===== config.mk =====
export PLATFORM = sky130hd
export DESIGN_NAME = csd_top
export DESIGN_NICKNAME = d
export VERILOG_FILES = /design/src/csd_pkg.sv /design/src/csd_mover.sv /design/src/csd_top.sv
export VERILOG_INCLUDE_DIRS = /design/src
export SDC_FILE = /design/constraint.sdc
export NUM_CORES = 1
export LEC_CHECK = 0
export ABC_CLOCK_PERIOD_IN_PS = 4250
export BUFFER_PORTS_ARGS = -buffer_cell sky130_fd_sc_hd__clkbuf_2
export CAP_MARGIN = 25
export CORE_UTILIZATION = 40
export CTS_CLUSTER_DIAMETER = 80
export DETAILED_ROUTE_END_ITERATION = 8
export PLACE_DENSITY_LB_ADDON = 0.3
export SYNTH_ARGS = -nofsm -noshare
export SYNTH_HDL_FRONTEND = slang
export SYNTH_SLANG_ARGS = --single-unit

===== constraint.sdc =====
create_clock -name SYS_CLK -period 4.25 [get_ports SYS_CLK]
set_input_delay 1.0625 -clock SYS_CLK [delete_from_list [all_inputs] [get_ports SYS_CLK]]
set_output_delay 1.0625 -clock SYS_CLK [all_outputs]
set_load 0.03 [all_outputs]

===== src/csd_params.svh =====
// Constants for the channel status and transmit DMA launcher
`ifndef CSD_PARAMS_SVH
`define CSD_PARAMS_SVH
`define CSD_OFS_CTRL      12'h000
`define CSD_OFS_STATUS    12'h004
`define CSD_OFS_TXPTR     12'h008
`define CSD_OFS_TXLVL     12'h014
`define CSD_OFS_RXLVL     12'h018
`define CSD_OFS_TXCTL     12'h01c
`define CSD_OFS_RXCTL     12'h020
`define CSD_II_DEPTH      14'h2000
`define CSD_II_MARGIN     14'h0010
`define CSD_DMA_DEPTH     13'h1000
`define CSD_EOC_BIT       0
`define CSD_DIR_BIT       1
`define CSD_CTL_MIE       3
`define CSD_CTL_FORCE     4
`define CSD_CTL_WDMA_IE   5
`define CSD_CTL_RDMA_IE   6
`define CSD_TXC_PKT_IE    2
`define CSD_TXC_AE_IE     3
`define CSD_TXC_UF_IE     4
`define CSD_RXC_PKT_IE    2
`define CSD_RXC_AF_IE     3
`define CSD_RXC_OF_IE     4
`define CSD_ST_RXPKT      9
`define CSD_ST_TXPKT      8
`define CSD_ST_TXLVL      10
`define CSD_ST_RXLVL      11
`define CSD_ST_WERR       12
`define CSD_ST_RERR       13
`define CSD_ST_WDONE      14
`define CSD_ST_RDONE      15
`define CSD_ST_UF         28
`define CSD_ST_OF         29
`endif


===== src/csd_pkg.sv =====
// Types for the channel status and transmit DMA launcher
`default_nettype none
package csd_pkg;
  typedef enum logic [2:0] {
    CSD_IDLE  = 3'b000,
    CSD_RDADR = 3'b001,
    CSD_RDLEN = 3'b010,
    CSD_RDNXT = 3'b011,
    CSD_DATA  = 3'b100
  } csd_dma_state_t;
endpackage : csd_pkg
`default_nettype wire


===== src/csd_mover.sv =====
// Mover from the transmit DMA FIFO into the second transmit FIFO
`include "csd_params.svh"
`default_nettype none
module csd_mover (
  input  wire logic        clk,        // System clock
  input  wire logic        srst,       // Sync reset
  input  wire logic [12:0] dma_count,  // Words in DMA FIFO
  input  wire logic [13:0] ii_count,   // Words in second FIFO
  output logic             move,       // Pop DMA, push second
  output logic             ii_empty,   // Second FIFO empty
  output logic             ii_nempty,  // Under 0x10 words
  output logic             ii_nfull,   // Under 0x10 free
  output logic             ii_full     // Second FIFO full
);
  logic fill_ff;
  logic nxt_fill;

  always_comb begin
    ii_empty  = (ii_count == 14'h0000);
    ii_full   = (ii_count == `CSD_II_DEPTH);
    ii_nempty = (ii_count < `CSD_II_MARGIN);
    ii_nfull  = ((`CSD_II_DEPTH - ii_count) < `CSD_II_MARGIN);
  end

  // Hysteresis: fill from nearly empty until nearly full
  always_comb begin
    nxt_fill = fill_ff;
    if (ii_nempty) begin
      nxt_fill = 1'b1;
    end else if (ii_nfull) begin
      nxt_fill = 1'b0;
    end
  end

  always_ff @(posedge clk) begin
    if (srst) begin
      fill_ff <= 1'b0;
    end else begin
      fill_ff <= nxt_fill;
    end
  end

  assign move = fill_ff && !ii_full && (dma_count != 13'h0000);
endmodule : csd_mover
`default_nettype wire


===== src/csd_top.sv =====
// Channel status register and transmit scatter-gather DMA launcher
`include "csd_params.svh"
`default_nettype none
module csd_top (
  input  wire logic        SYS_CLK,        // 20 MHz clock
  input  wire logic        SRST,           // Sync reset, high
  input  wire logic        PSEL,           // APB select
  input  wire logic        PENABLE,        // APB enable
  input  wire logic        PWRITE,         // APB direction
  input  wire logic [11:0] PADDR,          // APB byte address
  input  wire logic [31:0] PWDATA,         // APB write data
  output logic             PREADY,         // APB ready
  output logic [31:0]      PRDATA,         // APB read data
  output logic             PSLVERR,        // APB error
  output logic             MRD_REQ,        // Host memory read request
  output logic [31:0]      MRD_ADDR,       // Host memory address
  input  wire logic        MRD_ACK,        // Read word returned
  input  wire logic [31:0] MRD_DATA,       // Returned word
  input  wire logic        BUS_TABORT,     // Target abort
  input  wire logic        BUS_MABORT,     // Master abort
  output logic             TXDMA_PUSH,     // Data word into DMA FIFO
  output logic [31:0]      TXDMA_WDATA,    // Data word
  input  wire logic [12:0] TX_DMA_COUNT,   // DMA FIFO words
  input  wire logic [13:0] TX_II_COUNT,    // Second FIFO words
  output logic             TX_MOVE,        // Move one word
  input  wire logic [31:0] RX_CHAIN_COUNT, // Rx FIFO chain words
  input  wire logic        RX_DMA_EMPTY,   // Rx DMA FIFO empty
  input  wire logic        RX_DMA_FULL,    // Rx DMA FIFO full
  input  wire logic        TX_IDLE,        // Tx state machine idle
  input  wire logic        RX_IDLE,        // Rx state machine idle
  input  wire logic        TX_PKT_DONE,    // Tx packet finished
  input  wire logic        RX_PKT_DONE,    // Rx packet finished
  input  wire logic        TX_NEED_WORD,   // Tx wants next word
  input  wire logic        RX_PUT_WORD,    // Rx writes word
  input  wire logic        BI_BUSY,        // Burst-in engine busy
  input  wire logic        BO_BUSY,        // Burst-out engine busy
  input  wire logic        RD_DMA_DONE,    // Rx list complete
  input  wire logic        RD_DMA_ERR,     // Rx DMA error
  input  wire logic [5:0]  EXT_FLAGS,      // b,a full; b,a half; b,a empty
  output logic             IRQ_PENDING     // Channel interrupt request
);
  logic [31:0] ctrl_ff;
  logic [15:0] txlvl_ff;
  logic [31:0] rxlvl_ff;
  logic [4:0]  txc_ff;
  logic [4:0]  rxc_ff;
  logic [31:0] rdata_ff;
  logic [31:0] status;
  logic        lat_rxpkt_ff;
  logic        lat_txpkt_ff;
  logic        lat_txlvl_ff;
  logic        lat_rxlvl_ff;
  logic        lat_werr_ff;
  logic        lat_rerr_ff;
  logic        lat_wdone_ff;
  logic        lat_rdone_ff;
  logic        lat_uf_ff;
  logic        lat_of_ff;
  logic        rx_nfull_ff;
  logic        tx_nempty_ff;
  logic        nxt_rx_nfull;
  logic        rx_nfull_d_ff;
  logic        tx_nempty_d_ff;
  logic [5:0]  ext_s1_ff;
  logic [5:0]  ext_s2_ff;
  logic        wr;
  logic        rd;
  logic        wr_status;
  logic        wr_ptr;
  logic        ii_empty;
  logic        ii_nempty;
  logic        ii_nfull;
  logic        ii_full;
  logic [31:0] tx_total;
  logic        local_irq;
  logic        irq_status;
  logic        dma_err_ev;
  logic        dma_done_ev;
  csd_pkg::csd_dma_state_t st_ff;
  logic [31:0] buf_adr_ff;
  logic [31:0] len_ff;
  logic [31:0] nxt_ptr_ff;
  logic [31:0] mrd_addr_ff;
  logic        last_ff;
  logic        dma_full;
  logic        bi_idle;

  // Latched event: set wins over write-one clear
  function automatic logic ev_next(input logic cur, input logic set,
                                   input logic clr);
    ev_next = set | (cur & ~clr);
  endfunction : ev_next

  // Descriptor pointers sit on long-word boundaries; buffer addresses are used as fetched
  function automatic logic [31:0] word_align(input logic [31:0] adr);
    word_align = {adr[31:2], 2'b00};
  endfunction : word_align

  assign wr        = PSEL && PENABLE && PWRITE;
  assign rd        = PSEL && !PENABLE && !PWRITE;
  assign wr_status = wr && (PADDR == `CSD_OFS_STATUS);
  assign wr_ptr    = wr && (PADDR == `CSD_OFS_TXPTR);
  assign PREADY    = 1'b1;
  assign PSLVERR   = 1'b0;
  assign PRDATA    = rdata_ff;

  csd_mover u_mover (
    .clk       (SYS_CLK),
    .srst      (SRST),
    .dma_count (TX_DMA_COUNT),
    .ii_count  (TX_II_COUNT),
    .move      (TX_MOVE),
    .ii_empty  (ii_empty),
    .ii_nempty (ii_nempty),
    .ii_nfull  (ii_nfull),
    .ii_full   (ii_full)
  );

  // External queue flags are asynchronous to this clock
  always_ff @(posedge SYS_CLK) begin
    if (SRST) begin
      ext_s1_ff <= 6'h00;
      ext_s2_ff <= 6'h00;
    end else begin
      ext_s1_ff <= EXT_FLAGS;
      ext_s2_ff <= ext_s1_ff;
    end
  end

  // Control registers
  always_ff @(posedge SYS_CLK) begin
    if (SRST) begin
      ctrl_ff  <= 32'h0000_0000;
      txlvl_ff <= 16'h0000;
      rxlvl_ff <= 32'h0000_0000;
      txc_ff   <= 5'h00;
      rxc_ff   <= 5'h00;
    end else if (wr) begin
      case (PADDR)
        `CSD_OFS_CTRL:  ctrl_ff  <= PWDATA;
        `CSD_OFS_TXLVL: txlvl_ff <= PWDATA[15:0];
        `CSD_OFS_RXLVL: rxlvl_ff <= PWDATA;
        `CSD_OFS_TXCTL: txc_ff   <= PWDATA[4:0];
        `CSD_OFS_RXCTL: rxc_ff   <= PWDATA[4:0];
        default: begin
        end
      endcase
    end
  end

  assign tx_total = {19'h00000, TX_DMA_COUNT} + {18'h00000, TX_II_COUNT};
  assign dma_full = (TX_DMA_COUNT == `CSD_DMA_DEPTH);
  // Own descriptor walker is the burst-in engine, so it counts as busy too
  assign bi_idle  = !BI_BUSY && (st_ff == csd_pkg::CSD_IDLE);

  // Rx nearly-full holds when count equals level
  always_comb begin
    nxt_rx_nfull = rx_nfull_ff;
    if (RX_CHAIN_COUNT > rxlvl_ff) begin
      nxt_rx_nfull = 1'b1;
    end else if (RX_CHAIN_COUNT < rxlvl_ff) begin
      nxt_rx_nfull = 1'b0;
    end
  end

  always_ff @(posedge SYS_CLK) begin
    if (SRST) begin
      rx_nfull_ff    <= 1'b0;
      tx_nempty_ff   <= 1'b1;
      rx_nfull_d_ff  <= 1'b0;
      tx_nempty_d_ff <= 1'b1;
    end else begin
      rx_nfull_ff    <= nxt_rx_nfull;
      tx_nempty_ff   <= (tx_total <= {16'h0000, txlvl_ff});
      rx_nfull_d_ff  <= rx_nfull_ff;
      tx_nempty_d_ff <= tx_nempty_ff;
    end
  end

  assign dma_err_ev  = (st_ff != csd_pkg::CSD_IDLE) && (BUS_TABORT || BUS_MABORT ||
                       (MRD_ACK && st_ff == csd_pkg::CSD_RDNXT &&
                        MRD_DATA[`CSD_DIR_BIT]));
  // A zero-length last descriptor ends the list at its pointer word
  assign dma_done_ev = MRD_ACK && !dma_err_ev &&
                       (((st_ff == csd_pkg::CSD_DATA) && last_ff &&
                         (len_ff == 32'h0000_0004)) ||
                        ((st_ff == csd_pkg::CSD_RDNXT) &&
                         (len_ff == 32'h0000_0000) && MRD_DATA[`CSD_EOC_BIT]));

  // Latched events
  always_ff @(posedge SYS_CLK) begin
    if (SRST) begin
      lat_rxpkt_ff <= 1'b0;
      lat_txpkt_ff <= 1'b0;
      lat_txlvl_ff <= 1'b0;
      lat_rxlvl_ff <= 1'b0;
      lat_werr_ff  <= 1'b0;
      lat_rerr_ff  <= 1'b0;
      lat_wdone_ff <= 1'b0;
      lat_rdone_ff <= 1'b0;
      lat_uf_ff    <= 1'b0;
      lat_of_ff    <= 1'b0;
    end else begin
      lat_rxpkt_ff <= ev_next(lat_rxpkt_ff, RX_PKT_DONE,
                              wr_status && PWDATA[`CSD_ST_RXPKT]);
      lat_txpkt_ff <= ev_next(lat_txpkt_ff, TX_PKT_DONE,
                              wr_status && PWDATA[`CSD_ST_TXPKT]);
      lat_txlvl_ff <= ev_next(lat_txlvl_ff, tx_nempty_ff && !tx_nempty_d_ff,
                              wr_status && PWDATA[`CSD_ST_TXLVL]);
      lat_rxlvl_ff <= ev_next(lat_rxlvl_ff, rx_nfull_ff && !rx_nfull_d_ff,
                              wr_status && PWDATA[`CSD_ST_RXLVL]);
      lat_werr_ff  <= ev_next(lat_werr_ff, dma_err_ev,
                              wr_status && PWDATA[`CSD_ST_WERR]);
      lat_rerr_ff  <= ev_next(lat_rerr_ff, RD_DMA_ERR,
                              wr_status && PWDATA[`CSD_ST_RERR]);
      lat_wdone_ff <= ev_next(lat_wdone_ff, dma_done_ev,
                              wr_status && PWDATA[`CSD_ST_WDONE]);
      lat_rdone_ff <= ev_next(lat_rdone_ff, RD_DMA_DONE,
                              wr_status && PWDATA[`CSD_ST_RDONE]);
      // Underflow judged on the second FIFO, which feeds the port
      lat_uf_ff    <= ev_next(lat_uf_ff, TX_NEED_WORD && ii_empty,
                              wr_status && PWDATA[`CSD_ST_UF]);
      lat_of_ff    <= ev_next(lat_of_ff, RX_PUT_WORD && RX_DMA_FULL,
                              wr_status && PWDATA[`CSD_ST_OF]);
    end
  end

  assign local_irq = ctrl_ff[`CSD_CTL_FORCE] |
                     (lat_txpkt_ff & txc_ff[`CSD_TXC_PKT_IE]) |
                     (lat_txlvl_ff & txc_ff[`CSD_TXC_AE_IE]) |
                     (lat_uf_ff    & txc_ff[`CSD_TXC_UF_IE]) |
                     (lat_rxpkt_ff & rxc_ff[`CSD_RXC_PKT_IE]) |
                     (lat_rxlvl_ff & rxc_ff[`CSD_RXC_AF_IE]) |
                     (lat_of_ff    & rxc_ff[`CSD_RXC_OF_IE]);
  // DMA sources are enabled separately from the master enable
  assign irq_status = (local_irq & ctrl_ff[`CSD_CTL_MIE]) |
                      (lat_wdone_ff & ctrl_ff[`CSD_CTL_WDMA_IE]) |
                      (lat_rdone_ff & ctrl_ff[`CSD_CTL_RDMA_IE]);
  assign IRQ_PENDING = irq_status;

  // Rx flags from FIFO only, pipeline excluded
  assign status = {irq_status, local_irq, lat_of_ff, lat_uf_ff,
                   ii_full, ii_nfull, ii_nempty, ii_empty,
                   bi_idle, ~BO_BUSY,
                   ext_s2_ff,
                   lat_rdone_ff, lat_wdone_ff, lat_rerr_ff, lat_werr_ff,
                   lat_rxlvl_ff, lat_txlvl_ff, lat_rxpkt_ff, lat_txpkt_ff,
                   RX_IDLE, RX_DMA_FULL, rx_nfull_ff, RX_DMA_EMPTY,
                   TX_IDLE, dma_full, tx_nempty_ff,
                   (TX_DMA_COUNT == 13'h0000)};

  // Read data registered in the setup cycle; pointer port reads zero
  always_ff @(posedge SYS_CLK) begin
    if (SRST) begin
      rdata_ff <= 32'h0000_0000;
    end else if (rd) begin
      case (PADDR)
        `CSD_OFS_CTRL:   rdata_ff <= ctrl_ff;
        `CSD_OFS_STATUS: rdata_ff <= status;
        `CSD_OFS_TXLVL:  rdata_ff <= {16'h0000, txlvl_ff};
        `CSD_OFS_RXLVL:  rdata_ff <= rxlvl_ff;
        `CSD_OFS_TXCTL:  rdata_ff <= {27'h0000000, txc_ff};
        `CSD_OFS_RXCTL:  rdata_ff <= {27'h0000000, rxc_ff};
        default:         rdata_ff <= 32'h0000_0000;
      endcase
    end
  end

  // Descriptor walker; data words stream until length reaches zero
  always_ff @(posedge SYS_CLK) begin
    if (SRST) begin
      st_ff       <= csd_pkg::CSD_IDLE;
      buf_adr_ff  <= 32'h0000_0000;
      len_ff      <= 32'h0000_0000;
      nxt_ptr_ff  <= 32'h0000_0000;
      mrd_addr_ff <= 32'h0000_0000;
      last_ff     <= 1'b0;
    // Zero pointer wins, even over an answer arriving in the same cycle
    end else if (wr_ptr && PWDATA == 32'h0000_0000) begin
      st_ff <= csd_pkg::CSD_IDLE;
    end else if (dma_err_ev) begin
      st_ff <= csd_pkg::CSD_IDLE;
    end else begin
      case (st_ff)
        csd_pkg::CSD_IDLE: begin
          if (wr_ptr) begin
            mrd_addr_ff <= word_align(PWDATA);
            last_ff     <= 1'b0;
            st_ff       <= csd_pkg::CSD_RDADR;
          end
        end
        csd_pkg::CSD_RDADR: begin
          if (MRD_ACK) begin
            buf_adr_ff  <= MRD_DATA;
            mrd_addr_ff <= mrd_addr_ff + 32'h0000_0004;
            st_ff       <= csd_pkg::CSD_RDLEN;
          end
        end
        csd_pkg::CSD_RDLEN: begin
          if (MRD_ACK) begin
            len_ff      <= MRD_DATA;
            mrd_addr_ff <= mrd_addr_ff + 32'h0000_0004;
            st_ff       <= csd_pkg::CSD_RDNXT;
          end
        end
        csd_pkg::CSD_RDNXT: begin
          if (MRD_ACK) begin
            nxt_ptr_ff  <= word_align(MRD_DATA);
            last_ff     <= MRD_DATA[`CSD_EOC_BIT];
            mrd_addr_ff <= buf_adr_ff;
            // Zero length skips the data fetch
            st_ff       <= (len_ff == 32'h0000_0000) ?
                           (MRD_DATA[`CSD_EOC_BIT] ? csd_pkg::CSD_IDLE
                                                   : csd_pkg::CSD_RDADR)
                           : csd_pkg::CSD_DATA;
            if (len_ff == 32'h0000_0000) begin
              mrd_addr_ff <= word_align(MRD_DATA);
            end
          end
        end
        csd_pkg::CSD_DATA: begin
          if (MRD_ACK) begin
            len_ff      <= len_ff - 32'h0000_0004;
            mrd_addr_ff <= mrd_addr_ff + 32'h0000_0004;
            if (len_ff == 32'h0000_0004) begin
              mrd_addr_ff <= nxt_ptr_ff;
              st_ff <= last_ff ? csd_pkg::CSD_IDLE : csd_pkg::CSD_RDADR;
            end
          end
        end
        default: st_ff <= csd_pkg::CSD_IDLE;
      endcase
    end
  end

  // DMA FIFO back-pressure stalls the data fetch
  assign MRD_REQ     = (st_ff != csd_pkg::CSD_IDLE) &&
                       !(st_ff == csd_pkg::CSD_DATA && dma_full);
  assign MRD_ADDR    = mrd_addr_ff;
  assign TXDMA_PUSH  = (st_ff == csd_pkg::CSD_DATA) && MRD_ACK;
  assign TXDMA_WDATA = MRD_DATA;
endmodule : csd_top
`default_nettype wire


Yosys cells after proc, flatten, opt, wreduce, memory -nomap -nowiden
Index checks and enable logic that the tools add are counted.
{"block": "word_totals", "output_inout_bits": 102, "regBits": 279, "elab_cells": 209, "input_bits": 161}
{"block": "op_classes", "n_lt_le_gt_ge": 5, "n_reduce_logical": 73, "muxes": 28, "bitwise": 50, "add_sub_neg": 4, "eq_ne": 20}
{"operator": "32-bit two-way mux", "n": 8}
{"operator": "32-bit case mux with 6 select lines", "n": 1}
{"operator": "32-bit case mux with 4 select lines", "n": 1}
{"operator": "32-bit logical NOT", "n": 2}
{"operator": "32-bit case mux with 2 select lines", "n": 1}
{"operator": "12-bit by 5-bit == test with 1-bit output (second input constant)", "n": 3}
{"operator": "1-bit logical AND", "n": 36}
{"operator": "32-bit by 3-bit adder with 32-bit output (second input constant)", "n": 1}
{"operator": "32-bit by 3-bit == test with 1-bit output (second input constant)", "n": 1}
{"operator": "32-bit > comparator", "n": 1}
{"operator": "32-bit less-than comparator", "n": 1}
{"operator": "32-bit by 3-bit subtractor with 32-bit output (second input constant)", "n": 1}
{"operator": "14-bit by 5-bit less-than comparator with 1-bit output (second input constant)", "n": 2}
{"operator": "3-bit two-way mux", "n": 7}
{"operator": "1-bit AND", "n": 19}
{"operator": "1-bit OR", "n": 18}
{"operator": "15-bit by 16-bit <= comparator with 1-bit output", "n": 1}
{"operator": "13-bit by 14-bit adder with 15-bit output", "n": 1}
{"operator": "3-bit case mux with 5 select lines", "n": 1}
{"operator": "14-bit == test (second input constant)", "n": 1}
{"operator": "14-bit logical NOT", "n": 1}
{"operator": "14-bit subtractor (first input constant)", "n": 1}
{"operator": "13-bit == test (second input constant)", "n": 1}
{"operator": "13-bit logical NOT", "n": 1}
{"operator": "other kinds (26)", "n": 69}

Logic depth before layout (Yosys ltp)
Gate-level depths: netlist of run 1.
{"block": "logic_depth", "depth_word": 11, "depth_mapped": 17, "depth_no_buf": 17}

Modules after synthesis
Synthesis of run 1 repeated with hierarchy kept, for this count alone.
{"block": "unflattened", "cells_unflattened": 1991, "hier_area_um2": 15163.3}
{"module": "csd_top", "cells_per_inst": 1954, "area_each_um2": 14918.1, "seq_area_each_um2": 5565.3, "instances": 1}
{"module": "csd_mover", "cells_per_inst": 37, "area_each_um2": 245.2, "seq_area_each_um2": 20.0, "instances": 1}

Least setup slack after synthesis of run 1
Ideal clock, no wire load.
{"block": "synth_path", "path_type": "input -> register", "start": "input TX_DMA_COUNT[0]", "end": "register tx_nempty_ff", "required_ns": 4.176, "setup_slack_ns": 0.354, "arrival_time_ns": 3.822, "path_buffers": 0, "path_stages": 16, "setup_time_ns": 0.074, "path_cell_list": "ha_1 -> inv_1 -> fa_1 -> nor2b_1 -> o31a_1 -> o211ai_1 -> nand2_1 -> a41o_1 -> o41ai_1 -> o21ai_0 -> ha_1 -> inv_1 -> nor4_1 -> a21oi_1 -> nor4b_1 -> a31oi_1"}
{"block": "synth_between", "elab_chain_len": 2}
{"element": "start: declaration", "line": "csd_top.sv:23", "source": "input wire logic [12:0] TX_DMA_COUNT,"}
{"element": "13-bit by 14-bit adder with 15-bit output", "line": "csd_top.sv:151", "source": "assign tx_total = {19'h00000, TX_DMA_COUNT} + {18'h00000, TX_II_COUNT};"}
{"element": "15-bit by 16-bit <= comparator with 1-bit output", "line": "csd_top.sv:174", "source": "tx_nempty_ff <= (tx_total <= {16'h0000, txlvl_ff});"}
{"element": "end signal: assignment", "line": "csd_top.sv:174"}
{"element": "end: declaration", "line": "csd_top.sv:60", "source": "logic tx_nempty_ff;"}
Every way passes these cells.
A chain may end at the register's enable or synchronous reset.

Worst setup path in the final report of run 1
Same ends and word-level chain as after synthesis.

==> impl_metrics.ini, run 1 <==
[place]
dpl-instance-area_sq_um = 16900
numPortBuffers = 260
dpl_worst_slack_ns = -0.195
dp_hpwl_mm = 37.4
routabilityCongestion = 0.896

[synthesis]
ys.flop_type = dfxtp_1
synthArstFlopShare = 0
synth_top_family_by_area = simple AND/OR/NAND/NOR gates
synth_top_cell_by_area = dfxtp_1
synth_top_area_frac = 0.366
synth.ff_latch_count = 279
synth_area_leaders = dfxtp_1 (37%), mux2i_1 (8.8%), nor2_1 (5.8%)
syn_inst = 1850
synth.cell_area_sq_um = 15300
synth_xor_area_frac = 0.0172
syn-num-nets = 2075
avgSynthCellArea_sq_um = 8.26
synthAdderAreaFrac = 0.0536
yosysWarningCount = 0
synthDistinctLibCells = 75
synth_edf_count = 0
yosysSeqAreaShare = 0.366
synthMuxAreaShare = 0.103
synth-simple-area-share = 0.206
synth_compound_area_frac = 0.188

[pwr]
seqPwrFrac = 0.441
switching_power_w = 0.00151
vdd_drop_max_v = 0.000333
clkPwrFrac = 0.465
leakage_nw = 6.91
swShare = 0.251
pwr_density_cell_nw_per_um2 = 334
intPower_w = 0.00449
combPwrFrac = 0.094

[run]
max-cap-violations = 0

[grt]
grt_pass1_wl_mm = 77.0
grt_usage = 0.253
grt_pass1_vias = 13300
gr-total-overflow = 0
grt_start_max_net_pins = 106
antenna_found_initial = 1

[die]
start_util = 0.406
die_w_um = 197
rows = 71
core_sq_um = 37600
fp.dieH_um = 197
ios = 263
die_area_sq_um = 39000

[detailed_routing]
drtAntennaViolNets = 0
dr_total_vias = 14500
wl_met3_mm = 3.67
routed_wl_mm = 51.0
drc = 0
wl_met2_mm = 23.3
drtIter0Drc = 1188
post_drt_wl_per_cell_um = 19.9
top_layer = met4
drt-met1-wl_mm = 21.8
via_per_inst = 5.67
drt_pre_antenna_iters = 5

[clock_tree]
hold_buffers = 0
ctsRootBufferMaster = clkbuf_16
cts.htree.levels = 1
cts.sinks = 279
clk_path_buf_depth = 3
cts_setup_buffers = 0
cts_resized = 0
clk_latency_ns = 0.58
clkTransAtPathRegs_ns = 0.06
cts_buffers = 31
cts_tree = built

[timing]
slew_viol_final = 0
rsz0062_at_grt = no
min_period_ns = 3.87
period_share = 0.910
setup_viol = 0
tightest_slew_ns = 0.999
slew_headroom = 0.331
timing.fmax_ghz = 0.259
skew_ns = 0.0307
hold_violations = 0
setup_slack_ns = 0.384

[hold_path]
hold_start = ext_s1_ff[4]$_SDFF_PP0_
hp-class = flip-flop to flip-flop
hold_depth = 1
hold-path-endpoint = ext_s2_ff[4]$_SDFF_PP0_

[final_layout]
design_area_sq_um = 17900
drive_above_1_share = 0.198
area_growth_pct = 17.4
insertedDiodeCount = 0
fin_nets = 2254

[critical_path]
crit_required_ns = 4.76
crit_fanout = 3
worstReg2RegEnd = MRD_ADDR[23]$_SDFFE_PP0P_
crit_arrival_ns = 4.38
worstSetupEndpointType = flip-flop
r2r_setup_slack_ns = 0.86
crit_path_start_kind = primary input
r2r-start = len_ff[23]$_SDFFE_PP0P_
criticalPathCategory = primary input to flip-flop
worst_r2r_path_depth = 7

[run_status]
outcome = finished clean
==> routing by layer <==
layer	global-route usage	vias to the layer above
met2	0.411	596
met4	0.107	0
met5	0	-
li1	-	6981
met1	0.336	6872
met3	0.0321	99
==> critical path, cell delays in order <==
cell	delay, ns
clkbuf_2	0.10
ha_1	0.22
inv_1	0.08
fa_1	0.21
nor2b_1	0.07
o31a_1	0.27
o211ai_1	0.17
nand2_1	0.09
a41o_1	0.26
o41ai_1	0.38
buf_4	0.19
xnor2_1	0.12
ha_1	0.26
nand2_1	0.08
nor2_1	0.05
a2111oi_0	0.49
nor4b_1	0.12
a31oi_1	0.15
==> power groups by stage <==
stage | clock network [W] | logic, W | registers [W]
after global placement | 0 | 0.000548 | 0.00270
after CTS | 0.00283 | 0.000563 | 0.00264
final | 0.00279 | 0.000562 | 0.00264
after global routing | 0.00295 | 0.000614 | 0.00264
after floorplan | 0 | 0.000324 | 0.00270
after detailed placement | 0 | 0.000559 | 0.00270
==> cell usage in the layout, fill, tap and decap left out, types with 8 or more instances in the layout <==
master     instances
xnor2_1           26
a21oi_1          105
a2bb2oi_1         11
mux2i_1          135
buf_4             38
inv_1             66
o21a_1            11
mux2_2            20
and3_1            16
nor2_1           235
nor2b_1           22
ha_1              63
a22oi_1           42
a22o_1            16
dfxtp_1          279
clkbuf_16         31
a31oi_1           17
o31ai_1           11
a221oi_1          27
a21o_1             9
o21ai_0           92
nor4_1            27
a211oi_1          18
clkbuf_2         259
clkbuf_8           8
nand3_1           48
nand2_1          189
nand4_1           21
nand2b_1           8
nor3_1            46
a222oi_1          13
==> flip-flops by register name, indices dropped and copies added (netlist names), 3 cells and up <==
register and flops:
MRD_ADDR 32, PRDATA 32, buf_adr_ff 32, ctrl_ff 32, len_ff 32, rxlvl_ff 32
nxt_ptr_ff 30, txlvl_ff 16, ext_s1_ff 6, ext_s2_ff 6, rxc_ff 5, txc_ff 5
st_ff 3
==> stage by stage <==
stage | cells | hold WS, ns | power, W | util | TNS, ns
finish | 2564 | 0.437 | 0.00599 | 0.477 | 0
global placement | 2506 | 0.429 | 0.00325 | 0.448 | 0
detailed placement | 2507 | 0.426 | 0.00326 | 0.449 | -0.195
CTS | 2564 | 0.438 | 0.00603 | 0.477 | 0
floorplan | 1850 | 0.414 | 0.00302 | - | 0
global route | 2564 | 0.459 | 0.00620 | 0.477 | 0
==> cells by family (layout without fill, tap and decap cells) <==
logic type	Yosys count	in the layout
simple gates	672	672
flops	279	279
compound gates	426	426
buf+inv	221	424
other cells	2	2
mux	155	155
fa+ha+maj	65	65
xor+xnor	30	30
==> synthesized netlist by cell type, types with 13 or more instances <==
library cell,n
dfxtp_1,279
nor2_1,236
nand2_1,190
mux2i_1,135
a21oi_1,105
o21ai_0,92
clkbuf_1,88
inv_1,66
ha_1,63
nand3_1,48
nor3_1,47
a22oi_1,42
buf_4,38
a221oi_1,27
nor4_1,27
xnor2_1,26
buf_2,24
nor2b_1,22
nand4_1,21
mux2_2,20
a211oi_1,18
a31oi_1,18
a22o_1,16
and3_1,16
a222oi_1,13
==> area by class of cell <==
class / instances / area, sq um
flip-flops and latches: 279 / 5590
well taps: 511 / 639
multi-input cells: 1350 / 8740
fillers: 3677 / 19600
inverters: 66 / 248
clock buffers: 42 / 887
repair buffers: 301 / 1660
clock inverters: 15 / 178
==> worst max path at each step <==
stage,depth (start not counted),to,startpoint,slack (ns)
floorplan,16,tx_nempty_ff$_SDFF_PP1_,TX_DMA_COUNT[0],0.35
global placement,18,tx_nempty_ff$_SDFF_PP1_,TX_DMA_COUNT[0],0.08
detailed placement,17,tx_nempty_ff$_SDFF_PP1_,TX_DMA_COUNT[0],-0.20
CTS,17,tx_nempty_ff$_SDFF_PP1_,TX_DMA_COUNT[0],0.40
global route,17,tx_nempty_ff$_SDFF_PP1_,TX_DMA_COUNT[0],0.14
finish,18,tx_nempty_ff$_SDFF_PP1_,TX_DMA_COUNT[0],0.38
No activity file was read; power rests on OpenSTA's default activity.
==> inputs of run 2 (changes only) <==
--- a/config.mk
+++ b/config.mk
@@ -6,7 +6,7 @@
 export SDC_FILE = /design/constraint.sdc
 export NUM_CORES = 1
 export LEC_CHECK = 0
-export ABC_CLOCK_PERIOD_IN_PS = 4250
+export ABC_CLOCK_PERIOD_IN_PS = 3700
 export BUFFER_PORTS_ARGS = -buffer_cell sky130_fd_sc_hd__clkbuf_2
 export CAP_MARGIN = 25
 export CORE_UTILIZATION = 40
==> constraint.sdc (replaced) <==
create_clock -name SYS_CLK -period 3.7 [get_ports SYS_CLK]
set_input_delay 0.925 -clock SYS_CLK [delete_from_list [all_inputs] [get_ports SYS_CLK]]
set_output_delay 0.925 -clock SYS_CLK [all_outputs]
set_load 0.03 [all_outputs]
==> run 2 against run 1 <==
Net effect:
- combinational power increased by 20%
- total power increased by 19%
- clock power increased by 23%
- global-route usage increased by 0.57 points
- first-iteration DRC count decreased by 2.3%
- die area unchanged
- critical path type unchanged
- largest cell class unchanged
- largest power group unchanged
==> impl_metrics.ini, run 2 (synthesis gave the netlist of run 1 again) <==
[pwr]
vdd_drop_max_v = 0.000287
pwr_density_cell_nw_per_um2 = 388
leakage_nw = 7.17
seqPwrFrac = 0.425
switching_power_w = 0.00174
combPwrFrac = 0.095
clkPwrFrac = 0.480
swShare = 0.244
intPower_w = 0.00540

[clock_tree]
ctsRootBufferMaster = clkbuf_16
cts_buffers = 31
cts_resized = 0
clkTransAtPathRegs_ns = 0.06
cts_tree = built
cts.sinks = 279
clk_latency_ns = 0.60
hold_buffers = 0
clk_path_buf_depth = 3
cts_setup_buffers = 0
cts.htree.levels = 1

[critical_path]
criticalPathCategory = primary input to flip-flop
cp_cell_sequence = clkbuf_2 -> ha_1 -> inv_1 -> fa_1 -> nor2b_1 -> o31a_1 -> o211ai_1 -> nand2_1 -> a41o_1 -> o41ai_2 -> o21ai_0 -> ha_1 -> inv_1 -> nor4_1 -> a21oi_1 -> nor4b_1 -> a31oi_1
crit_slowest_cell = nor4_1
crit_path_start_kind = primary input
r2r-start = len_ff[23]$_SDFFE_PP0P_
max_stage_delay_ns = 0.35
r2r_setup_slack_ns = 0.66
worstReg2RegEnd = MRD_ADDR[15]$_SDFFE_PP0P_
crit_fanout = 2
crit_required_ns = 4.20
crit_arrival_ns = 3.91
worstSetupEndpointType = flip-flop
worst_r2r_path_depth = 8

[final_layout]
final_cell_mix = dfxtp_1 (279), clkbuf_2 (259), nor2_1 (235)
multiInputGateArea_sq_um = 8750
fin_nets = 2295
final_common_cell = dfxtp_1
fillers = 3660
seq_area_sq_um = 5590
area_growth_pct = 20.4
insertedDiodeCount = 0
drive_above_1_share = 0.213
stdcell_count = 2606

[detailed_routing]
routed_wl_mm = 51.5
dr_total_vias = 14600
post_drt_wl_per_cell_um = 19.8
drt_pre_antenna_iters = 6
drc = 0
drtIter0Drc = 1161
via_per_inst = 5.61
drtAntennaViolNets = 0

[die]
start_util = 0.406
die_w_um = 197
fp.dieH_um = 197
die_area_sq_um = 39000
ios = 263
rows = 71
core_sq_um = 37600

[hold_path]
hold-path-endpoint = ext_s2_ff[1]$_SDFF_PP0_
hold_depth = 1
hold_start = ext_s1_ff[1]$_SDFF_PP0_
hp-class = flip-flop to flip-flop

[timing]
period_share = 0.919
slew_headroom = 0.331
hold_ws_ns = 0.432
tightest_slew_ns = 1.00
min_period_ns = 3.40
hold_violations = 0
skew_ns = 0.0287
rsz0062_at_grt = no
setup_viol = 0
timing.fmax_ghz = 0.294
slew_viol_final = 0

[grt]
grt_usage = 0.259
grt_start_max_net_pins = 95
gr-total-overflow = 0
grt_pass1_vias = 13600
grt_pass1_wl_mm = 78.1
antenna_found_initial = 0

[run_status]
outcome = finished clean

[place]
placedCellCount = 2548
routabilityCongestion = 0.889
dp_hpwl_mm = 38.6
numPortBuffers = 260

[run]
max-cap-violations = 0
[run 2: changes by cell type in the layout (fill, tap and decap cells not counted), sizes merged]
cell	previous run	this run
buf	41	82
bufinv	3	7
clkbuf	302	301
clkinv	9	7
[run 2: power groups by stage]
stage / Sequential [W] / Clock, W / Combinational, W
4_1_cts: 0.00303 / 0.00349 / 0.000679
5_1_grt: 0.00304 / 0.00360 / 0.000741
3_5_place_dp: 0.00310 / 0 / 0.000674
2_1_floorplan: 0.00310 / 0 / 0.000374
6_report: 0.00304 / 0.00343 / 0.000677
3_3_place_gp: 0.00310 / 0 / 0.000663
[run 2: worst max-delay path: cells and delay by family]
kind | cells | cell delay (ns)
buffers and inverters | 3 | 0.21
adder cells (fa/ha/maj) | 3 | 0.72
AND/OR/NAND/NOR | 4 | 0.69
AO/OA/AOI/OAI | 7 | 1.36
[run 2: metal layers]
layer,GRT usage,vias to the layer above,share of wire
li1,-,7075,-
met1,0.340,6907,0.43
met2,0.431,554,0.47
met3,0.0280,95,0.066
met4,0.104,0,0.039
met5,0,-,0
[run 2: worst max-delay path by stage]
| stage | startpoint | slack, ns | depth (start not counted) | end |
|---|---|---|---|---|
| 2_1_floorplan | TX_DMA_COUNT[0] | 0.05 | 16 | tx_nempty_ff$_SDFF_PP1_ |
| 3_3_place_gp | PWDATA[5] | -0.27 | 10 | MRD_ADDR[4]$_SDFFE_PP0P_ |
| 3_5_place_dp | TX_DMA_COUNT[0] | -0.27 | 17 | tx_nempty_ff$_SDFF_PP1_ |
| 4_1_cts | TX_DMA_COUNT[0] | 0.33 | 17 | tx_nempty_ff$_SDFF_PP1_ |
| 5_1_grt | TX_DMA_COUNT[0] | 0.05 | 16 | tx_nempty_ff$_SDFF_PP1_ |
| 6_report | TX_DMA_COUNT[0] | 0.30 | 17 | tx_nempty_ff$_SDFF_PP1_ |
[run 2: area by class of cell]
cell class | instances | area share
clock buffers | 41 | 0.0464
inverters | 66 | 0.0135
repair buffers | 342 | 0.111
multi-input cells | 1350 | 0.476
flip-flops and latches | 279 | 0.304
clock inverters | 17 | 0.0152
well taps | 511 | 0.0348
[run 2: stage by stage]
| stage | util | setup slack [ns] | area, sq um | power [W] | setup TNS, ns |
|---|---|---|---|---|---|
| finish | 0.489 | 0.298 | 18400 | 0.00714 | 0 |
| global route | 0.489 | 0.0540 | 18400 | 0.00738 | 0 |
| CTS | 0.489 | 0.328 | 18400 | 0.00720 | 0 |
| detailed placement | 0.459 | -0.265 | 17300 | 0.00378 | -0.265 |
| global placement | 0.458 | -0.270 | 17200 | 0.00376 | -25.07 |
| floorplan | - | 0.0455 | 15300 | 0.00348 | 0 |
